--- src/common/adcsq_pkg.sv ---
package adcsq_pkg;

  // Register byte offsets on the Avalon-MM slave
  localparam logic [4:0] ADCSQ_OFF_CTRL = 5'h00;
  localparam logic [4:0] ADCSQ_OFF_STATUS = 5'h04;
  localparam logic [4:0] ADCSQ_OFF_RESULT = 5'h08;
  localparam logic [4:0] ADCSQ_OFF_INJECT = 5'h0c;
  localparam logic [4:0] ADCSQ_OFF_IRQ_ST = 5'h10;
  localparam logic [4:0] ADCSQ_OFF_IRQ_MASK = 5'h14;

  // Field positions of converter_control_reg
  localparam int ADCSQ_CTRL_MODE_LSB = 0;
  localparam int ADCSQ_CTRL_START = 2;
  localparam int ADCSQ_CTRL_WFR = 3;
  localparam int ADCSQ_CTRL_SUSP = 4;
  localparam int ADCSQ_CTRL_CTC_LSB = 6;
  localparam int ADCSQ_CTRL_STC_LSB = 8;
  localparam int ADCSQ_CTRL_CH_LSB = 12;
  localparam int ADCSQ_CTRL_INJCH_LSB = 16;
  localparam int ADCSQ_CTRL_INJREQ = 20;

  // Field positions inside result registers
  localparam int ADCSQ_RES_CH_LSB = 12;

  // Interrupt status / mask bit positions
  localparam int ADCSQ_IRQ_DONE = 0;
  localparam int ADCSQ_IRQ_OVR = 1;
  localparam int ADCSQ_IRQ_INJ = 2;

  // Conversion modes
  localparam logic [1:0] ADCSQ_MODE_SGL_ONCE = 2'h0;
  localparam logic [1:0] ADCSQ_MODE_SGL_CONT = 2'h1;
  localparam logic [1:0] ADCSQ_MODE_SCAN_ONCE = 2'h2;
  localparam logic [1:0] ADCSQ_MODE_SCAN_CONT = 2'h3;

  // Timing in base clock phases; one system clock holds two phases
  localparam int ADCSQ_PHASE_PER_CLK = 2;
  localparam int ADCSQ_TCC_PHASE_00 = 24;
  localparam int ADCSQ_TCC_PHASE_10 = 96;
  localparam int ADCSQ_TCC_PHASE_11 = 48;
  localparam int ADCSQ_CONV_TCC = 14;
  localparam int ADCSQ_SAMPLE_TSC = 2;
  localparam int ADCSQ_XFER_PHASE = 4;
  localparam int ADCSQ_CAL_TCC = 4;
  localparam logic [15:0] ADCSQ_XFER_CLKS = 16'(ADCSQ_XFER_PHASE / ADCSQ_PHASE_PER_CLK);

  // Reset calibration length, rounded up to whole clocks
  localparam real ADCSQ_CLK_MHZ = 40.0;
  localparam real ADCSQ_RESET_CAL_MS = 1.25;
  localparam int ADCSQ_RESET_CAL_CYCLES = int'($ceil(ADCSQ_RESET_CAL_MS * 1000.0 * ADCSQ_CLK_MHZ));

  // Reset values
  localparam logic [31:0] ADCSQ_RST_WORD = 32'h0000_0000;

  // Sequencer states, one-hot
  typedef enum logic [5:0] {
    ADCSQ_IDLE = 6'h01,
    ADCSQ_SAMPLE = 6'h02,
    ADCSQ_CONVERT = 6'h04,
    ADCSQ_XFER = 6'h08,
    ADCSQ_HOLD = 6'h10,
    ADCSQ_CAL = 6'h20
  } adcsq_state_e;

endpackage

--- src/rtl/adcsq_top.sv ---
// Design decisions made here: the address map and the Avalon-MM slave port.
`timescale 1ns/1ps
module adcsq_top
  import adcsq_pkg::*;
#(
  parameter int RESET_CAL_CYCLES = ADCSQ_RESET_CAL_CYCLES
) (
  // Clock, reset, enable
  input wire logic sys_clk_in,
  input wire logic rst_in,
  input wire logic clk_en_in,
  // Avalon-MM slave
  input wire logic [4:0] avs_address_in,
  input wire logic avs_read_in,
  input wire logic avs_write_in,
  input wire logic [31:0] avs_writedata_in,
  input wire logic [3:0] avs_byteenable_in,
  output logic [31:0] avs_readdata_out,
  output logic avs_waitrequest_out,
  // Analog core
  input wire logic [9:0] ana_result_in,
  output logic [3:0] ana_channel_out,
  output logic ana_sample_out,
  output logic ana_convert_out,
  output logic ana_cal_out,
  // Status and events
  output logic converter_busy_flag_out,
  output logic conv_request_out,
  output logic irq_out
);

  // Whole module state
  typedef struct packed {
    adcsq_state_e fsm;        // Sequencer state
    logic [1:0] mode;         // Conversion mode
    logic wait_for_read_bit;  // Hold results until read in continuous modes
    logic ovr_suspend;        // Overrun handling: 1 suspends, 0 interrupts
    // Clock selects are read at every phase load, so a change
    // made mid-conversion only affects the phases that follow
    logic [1:0] conv_clock_select;
    logic [1:0] sample_clock_select;
    logic [3:0] sel_ch;       // Selected / scan top channel
    logic [3:0] inj_ch;       // Channel for injection
    logic inj_req;            // Injection pending
    logic running;            // Sequence active
    logic [3:0] cur_ch;       // Next channel of the sequence
    logic [3:0] conv_ch;      // Channel under conversion
    logic cur_inj;            // Current conversion is injected
    // Sixteen bits cover the longest phase and the reset calibration
    // at its default length
    logic [15:0] phase_cnt;   // Clocks left in this phase
    logic [15:0] cal_cnt;     // Reset calibration clocks left
    // Result registers, each with the channel it came from
    logic [9:0] result;       // conv_result_reg value field
    logic [3:0] result_ch;
    logic unread;             // Result not yet read
    logic [9:0] temp_buf;     // Waiting result
    logic [3:0] temp_ch;
    logic [9:0] inj_result;   // inject_result_reg value field
    logic [3:0] inj_result_ch;
    logic [2:0] irq_st;       // Sticky events
    logic [2:0] irq_mask;
    // Bus slave answer registers
    logic waitreq;
    logic [31:0] readdata;
    logic [9:0] sync1;        // First synchroniser stage
    logic [9:0] sync2;        // Second synchroniser stage
    // Registered outputs
    logic done_pulse;
    logic irq;
    logic busy;
    logic cal_out;
  } adcsq_state_s;

  adcsq_state_s st;
  adcsq_state_s next_st;

  // Conversion clock period in system clocks; reserved code acts as 00
  // Periods are whole system clocks: two base phases per clock
  function automatic logic [15:0] tcc_clks(input logic [1:0] code);
    case (code)
      2'b10: tcc_clks = 16'(ADCSQ_TCC_PHASE_10 / ADCSQ_PHASE_PER_CLK);
      2'b11: tcc_clks = 16'(ADCSQ_TCC_PHASE_11 / ADCSQ_PHASE_PER_CLK);
      default: tcc_clks = 16'(ADCSQ_TCC_PHASE_00 / ADCSQ_PHASE_PER_CLK);
    endcase
  endfunction

  // Sample phase length: two sample periods of tcc shifted by code
  function automatic logic [15:0] sample_clks(input logic [1:0] ctc, input logic [1:0] stc);
    sample_clks = 16'(tcc_clks(ctc) * ADCSQ_SAMPLE_TSC) << stc;
  endfunction

  // Byte-lane merge for register writes
  // Lanes not enabled keep their old value
  function automatic logic [31:0] be_merge(input logic [31:0] old, input logic [31:0] wd,
                                           input logic [3:0] be);
    logic [31:0] m;
    m = {{8{be[3]}}, {8{be[2]}}, {8{be[1]}}, {8{be[0]}}};
    be_merge = (old & ~m) | (wd & m);
  endfunction

  // Scans run from the channel field down to channel 0
  // Sequence advance after a stored result: {running, next channel}
  function automatic logic [4:0] advance(input logic [1:0] mode, input logic [3:0] cur,
                                         input logic [3:0] sel);
    case (mode)
      ADCSQ_MODE_SGL_ONCE: advance = {1'b0, cur};
      ADCSQ_MODE_SGL_CONT: advance = {1'b1, cur};
      ADCSQ_MODE_SCAN_ONCE: advance = (cur == 4'h0) ? {1'b0, sel}
                                                    : {1'b1, cur - 4'h1};
      default: advance = (cur == 4'h0) ? {1'b1, sel} : {1'b1, cur - 4'h1};
    endcase
  endfunction

  // Next-state logic for bus, sequencer and interrupts
  always_comb begin
    logic [31:0] ctrl_word;
    logic [31:0] wr_word;
    logic [2:0] irq_set;
    logic [2:0] irq_clr;
    logic rd_result;
    logic [4:0] adv;
    // Defaults keep the process free of latches
    ctrl_word = ADCSQ_RST_WORD;
    wr_word = ADCSQ_RST_WORD;
    irq_set = 3'h0;
    irq_clr = 3'h0;
    rd_result = 1'b0;
    adv = 5'h00;
    // Every field but done_pulse and the synchroniser holds unless a branch below changes it
    next_st = st;
    next_st.done_pulse = 1'b0;
    // Synchroniser for the comparator result coming from the analog side
    next_st.sync1 = ana_result_in;
    next_st.sync2 = st.sync1;

    // Control word image for reads and byte-lane writes
    ctrl_word[ADCSQ_CTRL_MODE_LSB +: 2] = st.mode;
    ctrl_word[ADCSQ_CTRL_START] = st.running;
    ctrl_word[ADCSQ_CTRL_WFR] = st.wait_for_read_bit;
    ctrl_word[ADCSQ_CTRL_SUSP] = st.ovr_suspend;
    ctrl_word[ADCSQ_CTRL_CTC_LSB +: 2] = st.conv_clock_select;
    ctrl_word[ADCSQ_CTRL_STC_LSB +: 2] = st.sample_clock_select;
    ctrl_word[ADCSQ_CTRL_CH_LSB +: 4] = st.sel_ch;
    ctrl_word[ADCSQ_CTRL_INJCH_LSB +: 4] = st.inj_ch;
    ctrl_word[ADCSQ_CTRL_INJREQ] = st.inj_req;

    // Bus slave: one wait cycle, then answer for exactly one cycle
    if (st.waitreq) begin
      if (avs_read_in || avs_write_in) begin
        next_st.waitreq = 1'b0;
        case (avs_address_in)
          ADCSQ_OFF_CTRL: next_st.readdata = ctrl_word;
          // Status: next channel, hold, unread, reset calibration, busy
          ADCSQ_OFF_STATUS: next_st.readdata = {24'h000000, st.cur_ch, st.fsm == ADCSQ_HOLD,
                                                st.unread, st.cal_cnt != 16'h0000, st.busy};
          ADCSQ_OFF_RESULT: next_st.readdata = {16'h0000, st.result_ch, 2'h0, st.result};
          ADCSQ_OFF_INJECT: next_st.readdata = {16'h0000, st.inj_result_ch, 2'h0,
                                                st.inj_result};
          ADCSQ_OFF_IRQ_ST: next_st.readdata = {29'h00000000, st.irq_st};
          ADCSQ_OFF_IRQ_MASK: next_st.readdata = {29'h00000000, st.irq_mask};
          default: next_st.readdata = ADCSQ_RST_WORD; // Unmapped reads zero
        endcase
      end
    end else begin
      // The master samples waitrequest low at this edge: commit the access
      next_st.waitreq = 1'b1;
      if (avs_write_in) begin
        case (avs_address_in)
          ADCSQ_OFF_CTRL: begin
            wr_word = be_merge(ctrl_word, avs_writedata_in, avs_byteenable_in);
            next_st.mode = wr_word[ADCSQ_CTRL_MODE_LSB +: 2];
            next_st.wait_for_read_bit = wr_word[ADCSQ_CTRL_WFR];
            next_st.ovr_suspend = wr_word[ADCSQ_CTRL_SUSP];
            next_st.conv_clock_select = wr_word[ADCSQ_CTRL_CTC_LSB +: 2];
            next_st.sample_clock_select = wr_word[ADCSQ_CTRL_STC_LSB +: 2];
            next_st.sel_ch = wr_word[ADCSQ_CTRL_CH_LSB +: 4];
            next_st.inj_ch = wr_word[ADCSQ_CTRL_INJCH_LSB +: 4];
            // Injection is only meaningful while a continuous mode runs
            if (wr_word[ADCSQ_CTRL_INJREQ]) begin
              next_st.inj_req = 1'b1;
            end
            // Start while idle loads the first channel of the sequence
            if (avs_byteenable_in[0] && avs_writedata_in[ADCSQ_CTRL_START] && !st.running) begin
              next_st.running = 1'b1;
              next_st.cur_ch = wr_word[ADCSQ_CTRL_CH_LSB +: 4];
            end
          end
          ADCSQ_OFF_IRQ_ST: begin
            irq_clr = avs_writedata_in[2:0] & {3{avs_byteenable_in[0]}};
          end
          ADCSQ_OFF_IRQ_MASK: begin
            wr_word = be_merge({29'h00000000, st.irq_mask}, avs_writedata_in, avs_byteenable_in);
            next_st.irq_mask = wr_word[2:0];
          end
          default: begin
            // Writes to read-only or unmapped offsets are dropped
          end
        endcase
      end
      // Reading the result is what frees an unread or parked value
      if (avs_read_in && avs_address_in == ADCSQ_OFF_RESULT) begin
        rd_result = 1'b1;
        next_st.unread = 1'b0;
      end
    end

    // Conversion sequencer
    case (st.fsm)
      // Idle: pick the injected or the next sequence channel
      ADCSQ_IDLE: begin
        // Reset calibration only advances while the converter is free,
        // so conversions in between stretch it out
        if (st.cal_cnt != 16'h0000) begin
          next_st.cal_cnt = st.cal_cnt - 16'h0001;
        end
        if (st.running) begin
          // Injection wins over the sequence, in continuous modes only
          if (st.inj_req && st.mode[0]) begin
            next_st.conv_ch = st.inj_ch;
            next_st.cur_inj = 1'b1;
            next_st.inj_req = 1'b0;
          end else begin
            next_st.conv_ch = st.cur_ch;
            next_st.cur_inj = 1'b0;
          end
          next_st.fsm = ADCSQ_SAMPLE;
          next_st.phase_cnt = sample_clks(st.conv_clock_select, st.sample_clock_select)
                              - 16'h0001;
        end
      end
      // Sample phase: two sample periods with the mux held
      ADCSQ_SAMPLE: begin
        if (st.phase_cnt == 16'h0000) begin
          next_st.fsm = ADCSQ_CONVERT;
          next_st.phase_cnt = 16'(tcc_clks(st.conv_clock_select) * ADCSQ_CONV_TCC)
                              - 16'h0001;
        end else begin
          next_st.phase_cnt = st.phase_cnt - 16'h0001;
        end
      end
      // Conversion phase: fourteen conversion periods
      ADCSQ_CONVERT: begin
        if (st.phase_cnt == 16'h0000) begin
          next_st.fsm = ADCSQ_XFER;
          next_st.phase_cnt = ADCSQ_XFER_CLKS - 16'h0001;
        end else begin
          next_st.phase_cnt = st.phase_cnt - 16'h0001;
        end
      end
      // Transfer phase: the result is taken from the second
      // synchroniser stage on its last clock
      ADCSQ_XFER: begin
        if (st.phase_cnt != 16'h0000) begin
          next_st.phase_cnt = st.phase_cnt - 16'h0001;
        end else begin
          next_st.fsm = ADCSQ_CAL;
          next_st.phase_cnt = 16'(tcc_clks(st.conv_clock_select) * ADCSQ_CAL_TCC) - 16'h0001;
          if (st.cur_inj) begin
            // Injected result bypasses the main result and its overrun check
            next_st.inj_result = st.sync2;
            next_st.inj_result_ch = st.conv_ch;
            irq_set[ADCSQ_IRQ_INJ] = 1'b1;
          end else if (st.unread && !rd_result
                       && (st.ovr_suspend || (st.wait_for_read_bit && st.mode[0]))) begin
            // Park the new result; the converter stays on hold
            next_st.temp_buf = st.sync2;
            next_st.temp_ch = st.conv_ch;
            next_st.fsm = ADCSQ_HOLD;
          end else begin
            if (st.unread && !rd_result) begin
              irq_set[ADCSQ_IRQ_OVR] = 1'b1;
            end
            next_st.result = st.sync2;
            next_st.result_ch = st.conv_ch;
            next_st.unread = 1'b1;
            next_st.done_pulse = 1'b1;
            irq_set[ADCSQ_IRQ_DONE] = 1'b1;
            adv = advance(st.mode, st.cur_ch, st.sel_ch);
            next_st.running = adv[4];
            next_st.cur_ch = adv[3:0];
          end
        end
      end
      ADCSQ_HOLD: begin
        // The read that frees the old result releases the parked one
        // Without a read the converter stays parked here
        if (rd_result) begin
          next_st.result = st.temp_buf;
          next_st.result_ch = st.temp_ch;
          next_st.unread = 1'b1;
          next_st.done_pulse = 1'b1;
          irq_set[ADCSQ_IRQ_DONE] = 1'b1;
          adv = advance(st.mode, st.cur_ch, st.sel_ch);
          next_st.running = adv[4];
          next_st.cur_ch = adv[3:0];
          next_st.fsm = ADCSQ_CAL;
          next_st.phase_cnt = 16'(tcc_clks(st.conv_clock_select) * ADCSQ_CAL_TCC) - 16'h0001;
        end
      end
      ADCSQ_CAL: begin
        // Per-conversion calibration before the converter is free again
        // Busy stays high through the whole count
        if (st.phase_cnt == 16'h0000) begin
          next_st.fsm = ADCSQ_IDLE;
        end else begin
          next_st.phase_cnt = st.phase_cnt - 16'h0001;
        end
      end
      // Illegal state codes fall back to idle
      default: begin
        next_st.fsm = ADCSQ_IDLE;
      end
    endcase

    // Sticky events: a new event wins over a clear in the same cycle
    next_st.irq_st = (st.irq_st & ~irq_clr) | irq_set;
    // Level interrupt from the next status and mask
    next_st.irq = |(next_st.irq_st & next_st.irq_mask);
    // Busy covers calibration, any phase and a pending sequence
    next_st.busy = (next_st.cal_cnt != 16'h0000) || (next_st.fsm != ADCSQ_IDLE)
                   || next_st.running;
    // Calibration output covers both kinds of calibration
    next_st.cal_out = (next_st.fsm == ADCSQ_CAL)
                      || (next_st.fsm == ADCSQ_IDLE && next_st.cal_cnt != 16'h0000);
  end

  // State register; the enable freezes everything
  always_ff @(posedge sys_clk_in or posedge rst_in) begin
    if (rst_in) begin
      // Clear everything, then give the non-zero reset values
      st <= '0;
      st.fsm <= ADCSQ_IDLE;
      st.waitreq <= 1'b1;
      st.cal_cnt <= 16'(RESET_CAL_CYCLES);
      st.busy <= 1'b1;
      st.cal_out <= 1'b1;
    end else if (clk_en_in) begin
      // A low enable holds every field, the bus answer included
      st <= next_st;
    end
  end

  // Outputs straight from state bits
  // Read data stands until the next answer
  assign avs_readdata_out = st.readdata;
  assign avs_waitrequest_out = st.waitreq;
  assign ana_channel_out = st.conv_ch;
  // Sample and convert outputs are bits of the one-hot state code; the calibration output is registered
  assign ana_sample_out = st.fsm[1];
  assign ana_convert_out = st.fsm[2];
  assign ana_cal_out = st.cal_out;
  assign converter_busy_flag_out = st.busy;
  // One-cycle request for software or a transfer unit
  assign conv_request_out = st.done_pulse;
  assign irq_out = st.irq;

endmodule

--- config.mk ---
export PLATFORM = sky130hd
export DESIGN_NAME = adcsq_top
export DESIGN_NICKNAME = d
export VERILOG_FILES = /design/src/common/adcsq_pkg.sv /design/src/rtl/adcsq_top.sv
export SDC_FILE = /design/constraint.sdc
export NUM_CORES = 1
export LEC_CHECK = 0
export BUFFER_PORTS_ARGS = -buffer_cell sky130_fd_sc_hd__buf_2
export CORE_MARGIN = 2
export CORE_UTILIZATION = 57
export CTS_BUF_LIST = sky130_fd_sc_hd__clkbuf_4 sky130_fd_sc_hd__clkbuf_8
export CTS_CLUSTER_DIAMETER = 60
export DETAILED_ROUTE_END_ITERATION = 6
export PLACE_DENSITY = 0.78
export SKIP_LAST_GASP = 1
export SLEW_MARGIN = 20
export SYNTH_ARGS = -nofsm -noshare
export SYNTH_HDL_FRONTEND = slang
export SYNTH_SLANG_ARGS = --single-unit
--- constraint.sdc ---
create_clock -name sys_clk_in -period 6.2 [get_ports sys_clk_in]
set_clock_uncertainty 0.05 [all_clocks]
set_input_delay 1.24 -clock sys_clk_in [delete_from_list [all_inputs] [get_ports sys_clk_in]]
set_output_delay 1.24 -clock sys_clk_in [all_outputs]
set_load 0.01 [all_outputs]
After elaboration in Yosys (flattened, before gate mapping)
Index checks and enable logic that the tools add are counted.
{ "totals": {"regBits": 171, "input_bits": 56, "word_cells": 187} }
{ "op_classes": {"addsub": 7, "mul": 1, "eq_ne": 24, "shift": 1, "mux": 76, "n_bitwise": 14, "n_reduce_logical": 32} }
{ "ops": {"columns": ["op", "n"], "rows": [
  ["$mux W16", 10],
  ["$pmux W21 S6", 1],
  ["$pmux W16 S6", 1],
  ["$sub A16 B1 Y16 const B", 6],
  ["$mux W14", 6],
  ["$mux W6", 11],
  ["$mux W15", 4],
  ["$reduce_bool A16 Y1", 3],
  ["$mux W43", 1],
  ["$and A21 B21 Y21", 2],
  ["$pmux W6 S6", 1],
  ["$mux W5", 7],
  ["$mux W33", 1],
  ["$pmux W15 S2", 1],
  ["$mux W29", 1],
  ["$mux W3", 7],
  ["$not A21 Y21", 1],
  ["$or A21 B21 Y21", 1],
  ["$logic_not A16 Y1", 1],
  ["$mul A16 B3 Y15 const B", 1],
  ["$shl A16 B2 Y16", 1],
  ["$mux W1", 15],
  ["$pmux W5 S3", 1],
  ["$and A3 B3 Y3", 4],
  ["36 further kinds", 67]
]} }

Logic depth before layout (Yosys ltp)
Gate-level depths: netlist of run 1.
{ "logic_depth": {"ltp_word": 14, "ltp_mapped": 11, "mapped_depth_nobuf": 10} }

Worst setup path before layout of run 1
No wires, ideal clock.
{ "synth_timing": {"kind": "input port to flip-flop", "startpoint": "in avs_address_in[2]", "endpoint": "reg st[124] (netlist bit)", "setup_ps": 121, "arrival_time_ps": 2876, "path_slack_ps": 3153, "cell_stages": 8, "path_buffers": 1, "cell_sequence": "clkbuf_1 -> nor2_1 -> and3_1 -> o221a_2 -> o21ai_0 -> or3_1 -> o21a_1 -> o22a_1"} }
{ "synth_via": {"elab_chain_cells": 6} }
{ "synth_rtl": {"columns": ["element", "line_no", "rtl"], "rows": [
  ["from (decl)", "adcsq_top.sv:13", "input wire logic [4:0] avs_address_in,"],
  ["$eq A5 B4 Y1", "adcsq_top.sv:202", "if (avs_read_in && avs_address_in == ADCSQ_OFF_RESULT) begin"],
  ["$logic_and A1 B1 Y1", "adcsq_top.sv:202", null],
  ["$mux W1", "adcsq_top.sv:202", null],
  ["$mux W1", "adcsq_top.sv:149", "if (st.waitreq) begin"],
  ["$ne A2 B1 Y1 (no line)", null, null],
  ["$reduce_and A5 Y1 (no line)", null, null],
  ["to (signal assigned)", "adcsq_top.sv:340", "st <= next_st;"],
  ["to (decl)", "adcsq_top.sv:75", "adcsq_state_s st;"]
]} }
Every way passes these cells.
A chain may end at the register's enable or synchronous reset.

==> flow_metrics.env, run 1 <==
export IMPL_drt_vias_per_instance=6.311
export IMPL_rows=44
export IMPL_worst_setup_path_end_kind="flop"
export IMPL_die_x_microns=126.2
export IMPL_ios=99
export IMPL_holdCritPathClass="flop to flop"
export IMPL_status="finished, final reports clean"
export IMPL_dp_hpwl_mm=13.96
export IMPL_core_sq_mm=0.01459
export IMPL_wire_per_inst_microns=18.50
export IMPL_rsz0062_at_grt="no"
export IMPL_layout_commonest_cell="dfrtp_1"
export IMPL_numCtsBuffers=17
export IMPL_vdd_drop_max_v=0.0002543
export IMPL_grt_antenna_before_repair=0
export IMPL_holdCritStartpoint="avs_readdata_out[0]"
export IMPL_portBuffers=70
export IMPL_cts_setup_buffers=0
export IMPL_synth_cell_types=76
export IMPL_wirelength_mm=20.13
export IMPL_clk_pin_slew_ns=0.08
export IMPL_tritoncts="built"
export IMPL_overflow=0
export IMPL_critPathLaunchType="primary input"
export IMPL_start_util_pct=58.39
export IMPL_hold_end="avs_readdata_out[0]"
export IMPL_final_nets=954
export IMPL_r2r_slack_ns=2.99
export IMPL_htreeDepth=4
export IMPL_ys_ff_latch=158
export IMPL_dp_cells=1057
export IMPL_clock_fmax_ghz=0.2963
export IMPL_mostFrequentLayoutCells="148 x dfrtp_1, 90 x nand2_1, 81 x o21ai_0"
export IMPL_worst_slew_pin_slew_ns=0.9813
export IMPL_synthCells=867
export IMPL_yosysSeqAreaShare_pct=46.56
export IMPL_fin_setup_tns_ns=0
export IMPL_leakage_nw=4.157
export IMPL_required_ns=6.50
export IMPL_syn_avg_cell_area_sq_um=9.825
export IMPL_fin_cells=1088
export IMPL_drtPass1Iterations=7
export IMPL_drc=0
export IMPL_synth_edf_count=0
export IMPL_fin_crit_ns=3.375
export IMPL_reg2regPathDepth=6
export IMPL_critPathMaxFanout=18
export IMPL_grt_use_total_pct=26.06
export IMPL_cts_sinks=158
export IMPL_die_y_microns=126.2
export IMPL_reg2reg_to="st[72]"
export IMPL_final_antenna_net_count=0
export IMPL_detail_route_iter0_violations=808
export IMPL_whs_path_depth=2
export IMPL_place_gp_congestion=0.9229
export IMPL_crit_type="primary input to flop"
export IMPL_synth_main_ff_cell="dfrtp_1"
export IMPL_dieArea_sq_mm=0.01594
export IMPL_setup_viol=0
export IMPL_period_share_pct=54.44
export IMPL_async_flop_share_pct=100.0
export IMPL_power_density_mw_per_mm2=273.7
export IMPL_cts_resized=0
export IMPL_crit_arrival_ns=3.67
export IMPL_syn_area_sq_mm=0.008518
export IMPL_drv_slew=0
export IMPL_grt_max_degree=111
export IMPL_clk_latency_ns=0.46
export IMPL_finalHoldViolations=0
export IMPL_drive_above_1_share_pct=23.12
export IMPL_slew_limit_headroom_pct=34.58
export IMPL_grt_pass1_wl_mm=33.40
export IMPL_ys_warn_count=0
export IMPL_dr_total_vias=6866
export IMPL_clk_path_buf_depth=2
export IMPL_area_growth_pct=7.550
export IMPL_clockRootBuffer="clkbuf_8"
export IMPL_r2r_start="st[133]"
export IMPL_grt_pass1_vias=6380
export IMPL_maxCapViolCount=0
export IMPL_ctsHoldBuffers=0
export IMPL_diodes=0
==> critical path, cell delays in order <==
cell and delay, ns:
buf_2 0.12, nor3_1 0.57, and2_1 0.73, and3_1 0.38, nand2_1 0.27, mux2_2 0.35
==> area by class of cell <==
cell class | instances | area [sq um]
clock buffer | 22 | 302.8
clock inverter | 9 | 106.4
fill | 1181 | 5428
inverter | 19 | 76.32
multi-input combinational | 617 | 4061
sequential | 158 | 3966
tap | 184 | 230.2
timing repair buffer | 79 | 417.9
==> flip-flops by register name, indices dropped and copies added (netlist names), named ones only <==
name                     flops
ana_sample_out               1
irq_out                      1
ana_cal_out                  1
st                         106
avs_waitrequest_out          1
next_st                     10
conv_request_out             1
avs_readdata_out            19
converter_busy_flag_out      1
ana_channel_out              4
ana_convert_out              1
==> cells by family (layout without fill, tap and decap cells) <==
logic type,count (synthesis),in the layout,synth area share (%)
simple gates,271,271,15.94
compound gates,226,226,17.54
flops,158,158,46.56
buf+inv,104,129,6.331
mux,78,78,10.34
xor+xnor,23,23,2.365
fa+ha+maj,6,6,0.8813
other cells,1,13,0.04402
==> stage by stage <==
stage          setup WS (ns)  area [sq um]  utilization [%]  hold WS [ns]  total power [mW]
3_5_place_dp           2.368          8748            59.97        0.4147             1.724
5_1_grt                2.762          9161            62.80        0.4461             2.637
3_3_place_gp           2.420          8748            59.97        0.4064             1.712
4_1_cts                2.669          9158            62.77        0.4342             2.507
6_report               2.825          9161            62.80        0.4294             2.507
2_1_floorplan         0.6633          8563                -        0.3988             1.608
==> worst max-delay path by stage <==
stage / slack (ns) / cells past startpoint / start / end
3_5_place_dp: 2.37 / 6 / avs_address_in[1] / flop
2_1_floorplan: 0.66 / 1 / rst_in / async pin
6_report: 2.82 / 6 / avs_address_in[1] / flop
3_3_place_gp: 2.42 / 6 / avs_address_in[1] / flop
4_1_cts: 2.67 / 7 / st[133] / st[127]
5_1_grt: 2.76 / 7 / st[133] / st[127]
==> layer usage <==
metal / up-vias / wire (microns) / share of wire (%) / GRT usage (%)
li1: 3184 / - / - / -
met4: 0 / 253 / 1.3 / 6.335
met3: 24 / 1711 / 8.5 / 5.862
met5: - / 0 / 0 / 0
met2: 322 / 8876 / 44 / 38.05
met1: 3336 / 9291 / 46 / 39.75
==> power breakdown <==
group | internal, mW | switching (mW) | leakage (nW)
Clock | 0.408 | 0.382 | 0.203
Sequential | 1.13 | 0.142 | 2.07
Combinational | 0.186 | 0.255 | 1.89
Total | 1.73 | 0.779 | 4.16
==> synthesized netlist by cell type (all sizes together), types with 5 or more instances <==
cell type / count / share of area, %
or2: 5 / 0.37
mux2: 70 / 9.3
clkbuf: 39 / 1.7
dfrtp: 148 / 43
or3: 10 / 0.79
nor3: 17 / 1.0
nor2b: 7 / 0.51
buf: 46 / 3.8
a221oi: 5 / 0.51
a21o: 6 / 0.53
and3: 9 / 0.66
nor2: 55 / 2.5
o211ai: 5 / 0.44
nand2b: 5 / 0.37
a31oi: 6 / 0.62
nand2: 91 / 4.0
mux2i: 7 / 0.82
nand3: 20 / 1.2
nand3b: 5 / 0.44
dfstp: 10 / 3.1
a22o: 8 / 0.82
nor3b: 7 / 0.62
ha: 6 / 0.88
a222oi: 11 / 1.3
a22oi: 17 / 1.5
a21oi: 34 / 2.0
xor2: 12 / 1.2
o22a: 6 / 0.62
o22ai: 7 / 0.51
o21ai: 82 / 4.8
a211oi: 5 / 0.44
nor4: 19 / 1.6
xnor2: 11 / 1.1
inv: 19 / 0.84
nand4: 8 / 0.59
(Power assumes the default switching activity.)
==> run 2: changes to the inputs <==
Settings changed: CORE_UTILIZATION 57 to 55, PLACE_DENSITY 0.78 to 0.79.
Clock period 6.2 ns to 2.7 ns, I/O delays scaled along.
==> run 2 against run 1 <==
Net effect: final cell count rose by 6.0%; utilization rose by 1.1 points; sequential power rose by 130%; via count rose by 4.6%; sequential cell count did not move; non-clock buffer count rose by 61; die area rose by 3.5%; count of clock-buffer cells in the layout fell by 3; total power rose by 130%; clock power rose by 120%; sequential share of layout area fell by 2.3 points; largest cell class unchanged.
==> flow_metrics.env, run 2 (synthesis gave the netlist of run 1 again) <==
export IMPL_clk_pin_slew_ns=0.09
export IMPL_status="finished, final reports clean"
export IMPL_finalHoldViolations=0
export IMPL_r2r_slack_ns=0.08
export IMPL_maxCapViolCount=0
export IMPL_worst_setup_path_end_kind="flop"
export IMPL_dpl_worst_slack_ns=-0.07758
export IMPL_met3_usage_pct=6.195
export IMPL_slowest_delay_ns=0.56
export IMPL_final_core_util_pct=63.85
export IMPL_placed_cell_area_sq_mm=0.009248
export IMPL_clockRootBuffer="clkbuf_8"
export IMPL_die_y_microns=128.5
export IMPL_critPathLaunchType="flop"
export IMPL_rows=45
export IMPL_seq_area_sq_mm=0.003966
export IMPL_r2r_start="st[135]"
export IMPL_place_gp_congestion=0.9651
export IMPL_core_sq_mm=0.01515
export IMPL_grt_max_degree=87
export IMPL_drc=0
export IMPL_grt_pass1_vias=6707
export IMPL_cts_resized=0
export IMPL_vdd_drop_max_v=0.0007284
export IMPL_path_buf_inv=0
export IMPL_clock_fmax_ghz=0.3810
export IMPL_power_density_mw_per_mm2=608.0
export IMPL_portBuffers=70
export IMPL_setup_viol=0
export IMPL_grt_pass1_wl_mm=34.85
export IMPL_grt_use_met1_pct=39.35
export IMPL_gr_usage_met2_pct=41.08
export IMPL_drtPass1Iterations=5
export IMPL_critPathMaxFanout=6
export IMPL_area_growth_pct=13.53
export IMPL_start_util_pct=56.24
export IMPL_holdCritPathClass="primary input to async pin"
export IMPL_grt_use_total_pct=27.17
export IMPL_leakage_nw=4.478
export IMPL_mostFrequentLayoutCells="148 x dfrtp_1, 90 x nand2_1, 81 x o21ai_0"
export IMPL_drt_vias_per_instance=6.226
export IMPL_detail_route_iter0_violations=738
export IMPL_grt_antenna_before_repair=0
export IMPL_clk_path_buf_depth=2
export IMPL_fill_cells=1244
export IMPL_period_share_pct=97.21
export IMPL_fin_cells=1153
export IMPL_reg2regPathDepth=7
export IMPL_drive_above_1_share_pct=28.39
export IMPL_fin_ws_ns=0.07536
export IMPL_wire_per_inst_microns=18.80
export IMPL_diodes=0
export IMPL_crit_type="flop to flop"
export IMPL_die_x_microns=128.5
export IMPL_reg2reg_to="st[124]"
export IMPL_cts_setup_buffers=0
export IMPL_multi_input_area_sq_mm=0.004088
export IMPL_crit_slowest_cell="or4_4"
export IMPL_numCtsBuffers=17
export IMPL_clk_latency_ns=0.47
export IMPL_crit_path_cell_trace="or4_4 > or3_4 > or2_2 > o21ai_0 > a21oi_1 > o21a_1 > o22a_1"
export IMPL_drv_slew=0
export IMPL_regMostFlops="st"
export IMPL_dp_hpwl_mm=15.88
export IMPL_rsz0062_at_grt="yes"
export IMPL_worst_slew_pin_slew_ns=0.5897
export IMPL_crit_arrival_ns=2.94
export IMPL_dieArea_sq_mm=0.01650
export IMPL_required_ns=3.01
export IMPL_busiest_layer="met2"
export IMPL_fin_crit_ns=2.625
export IMPL_wirelength_mm=21.68
export IMPL_htreeDepth=4
export IMPL_dr_total_vias=7179
export IMPL_critPathTopFamily="simple AND/OR/NAND/NOR gates"
export IMPL_tritoncts="built"
export IMPL_largest_reg_flops=106
export IMPL_final_nets=1015
export IMPL_final_antenna_net_count=0
export IMPL_dp_cells=1122
export IMPL_layout_commonest_cell="dfrtp_1"
export IMPL_cts_sinks=158
export IMPL_slew_limit_headroom_pct=60.69
export IMPL_ctsHoldBuffers=0
export IMPL_overflow=0
export IMPL_finish_instance_area_sq_mm=0.009671
export IMPL_ios=99
run 2: cell count changes in the layout (fill, tap and decap cells not counted), moves of 3 or more:
cell      change
clkbuf_8      -4
buf_4        +58
clkinv_4      +3
buf_12        +3
run 2: worst register-to-register path, delay by kind of cell (launching register included):
| family | cells | cell delay (ns) |
|---|---|---|
| AND/OR/NAND/NOR | 3 | 1.28 |
| flip-flops | 1 | 0.38 |
| AO/OA/AOI/OAI | 4 | 0.81 |
run 2: where the power goes:
group / internal, mW / switching, mW / total [mW]
Sequential: 2.61 / 0.279 / 2.88
Clock: 0.860 / 0.908 / 1.77
Combinational: 0.547 / 0.680 / 1.23
Total: 4.01 / 1.87 / 5.88
run 2: cell type report:
cell class / instances / area share (%)
Sequential cell: 158 / 41.01
Tap cell: 188 / 2.432
Multi-Input combinational cell: 617 / 42.27
Clock buffer: 19 / 2.639
Clock inverter: 12 / 1.423
Timing Repair Buffer: 140 / 9.445
Inverter: 19 / 0.7763
run 2: stage by stage:
| step | total power, mW | TNS, ns | hold slack (ns) |
|---|---|---|---|
| after floorplan | 3.694 | 0 | 0.3988 |
| after global placement | 4.090 | -0.08224 | 0.4069 |
| after detailed placement | 4.121 | -0.2112 | 0.4153 |
| after CTS | 5.886 | 0 | 0.03806 |
| after global routing | 6.176 | -0.07284 | 0.06283 |
| final | 5.880 | 0 | 0.04295 |
run 2: worst max-delay path by stage:
stage	startpoint	to	depth (start not counted)
after detailed placement	avs_address_in[1]	st[126]	8
after floorplan	rst_in	async pin	1
after CTS	ana_convert_out	st[118]	7
after global routing	st[135]	st[124]	7
after global placement	avs_address_in[1]	st[126]	8
final	st[135]	st[124]	7
run 2: layer usage:
layer	routed length [microns]	share of wire (%)	vias up
met5	0	0	-
met4	365	1.7	0
met3	1656	7.6	32
met2	9894	46	283
met1	9760	45	3561
li1	-	-	3303
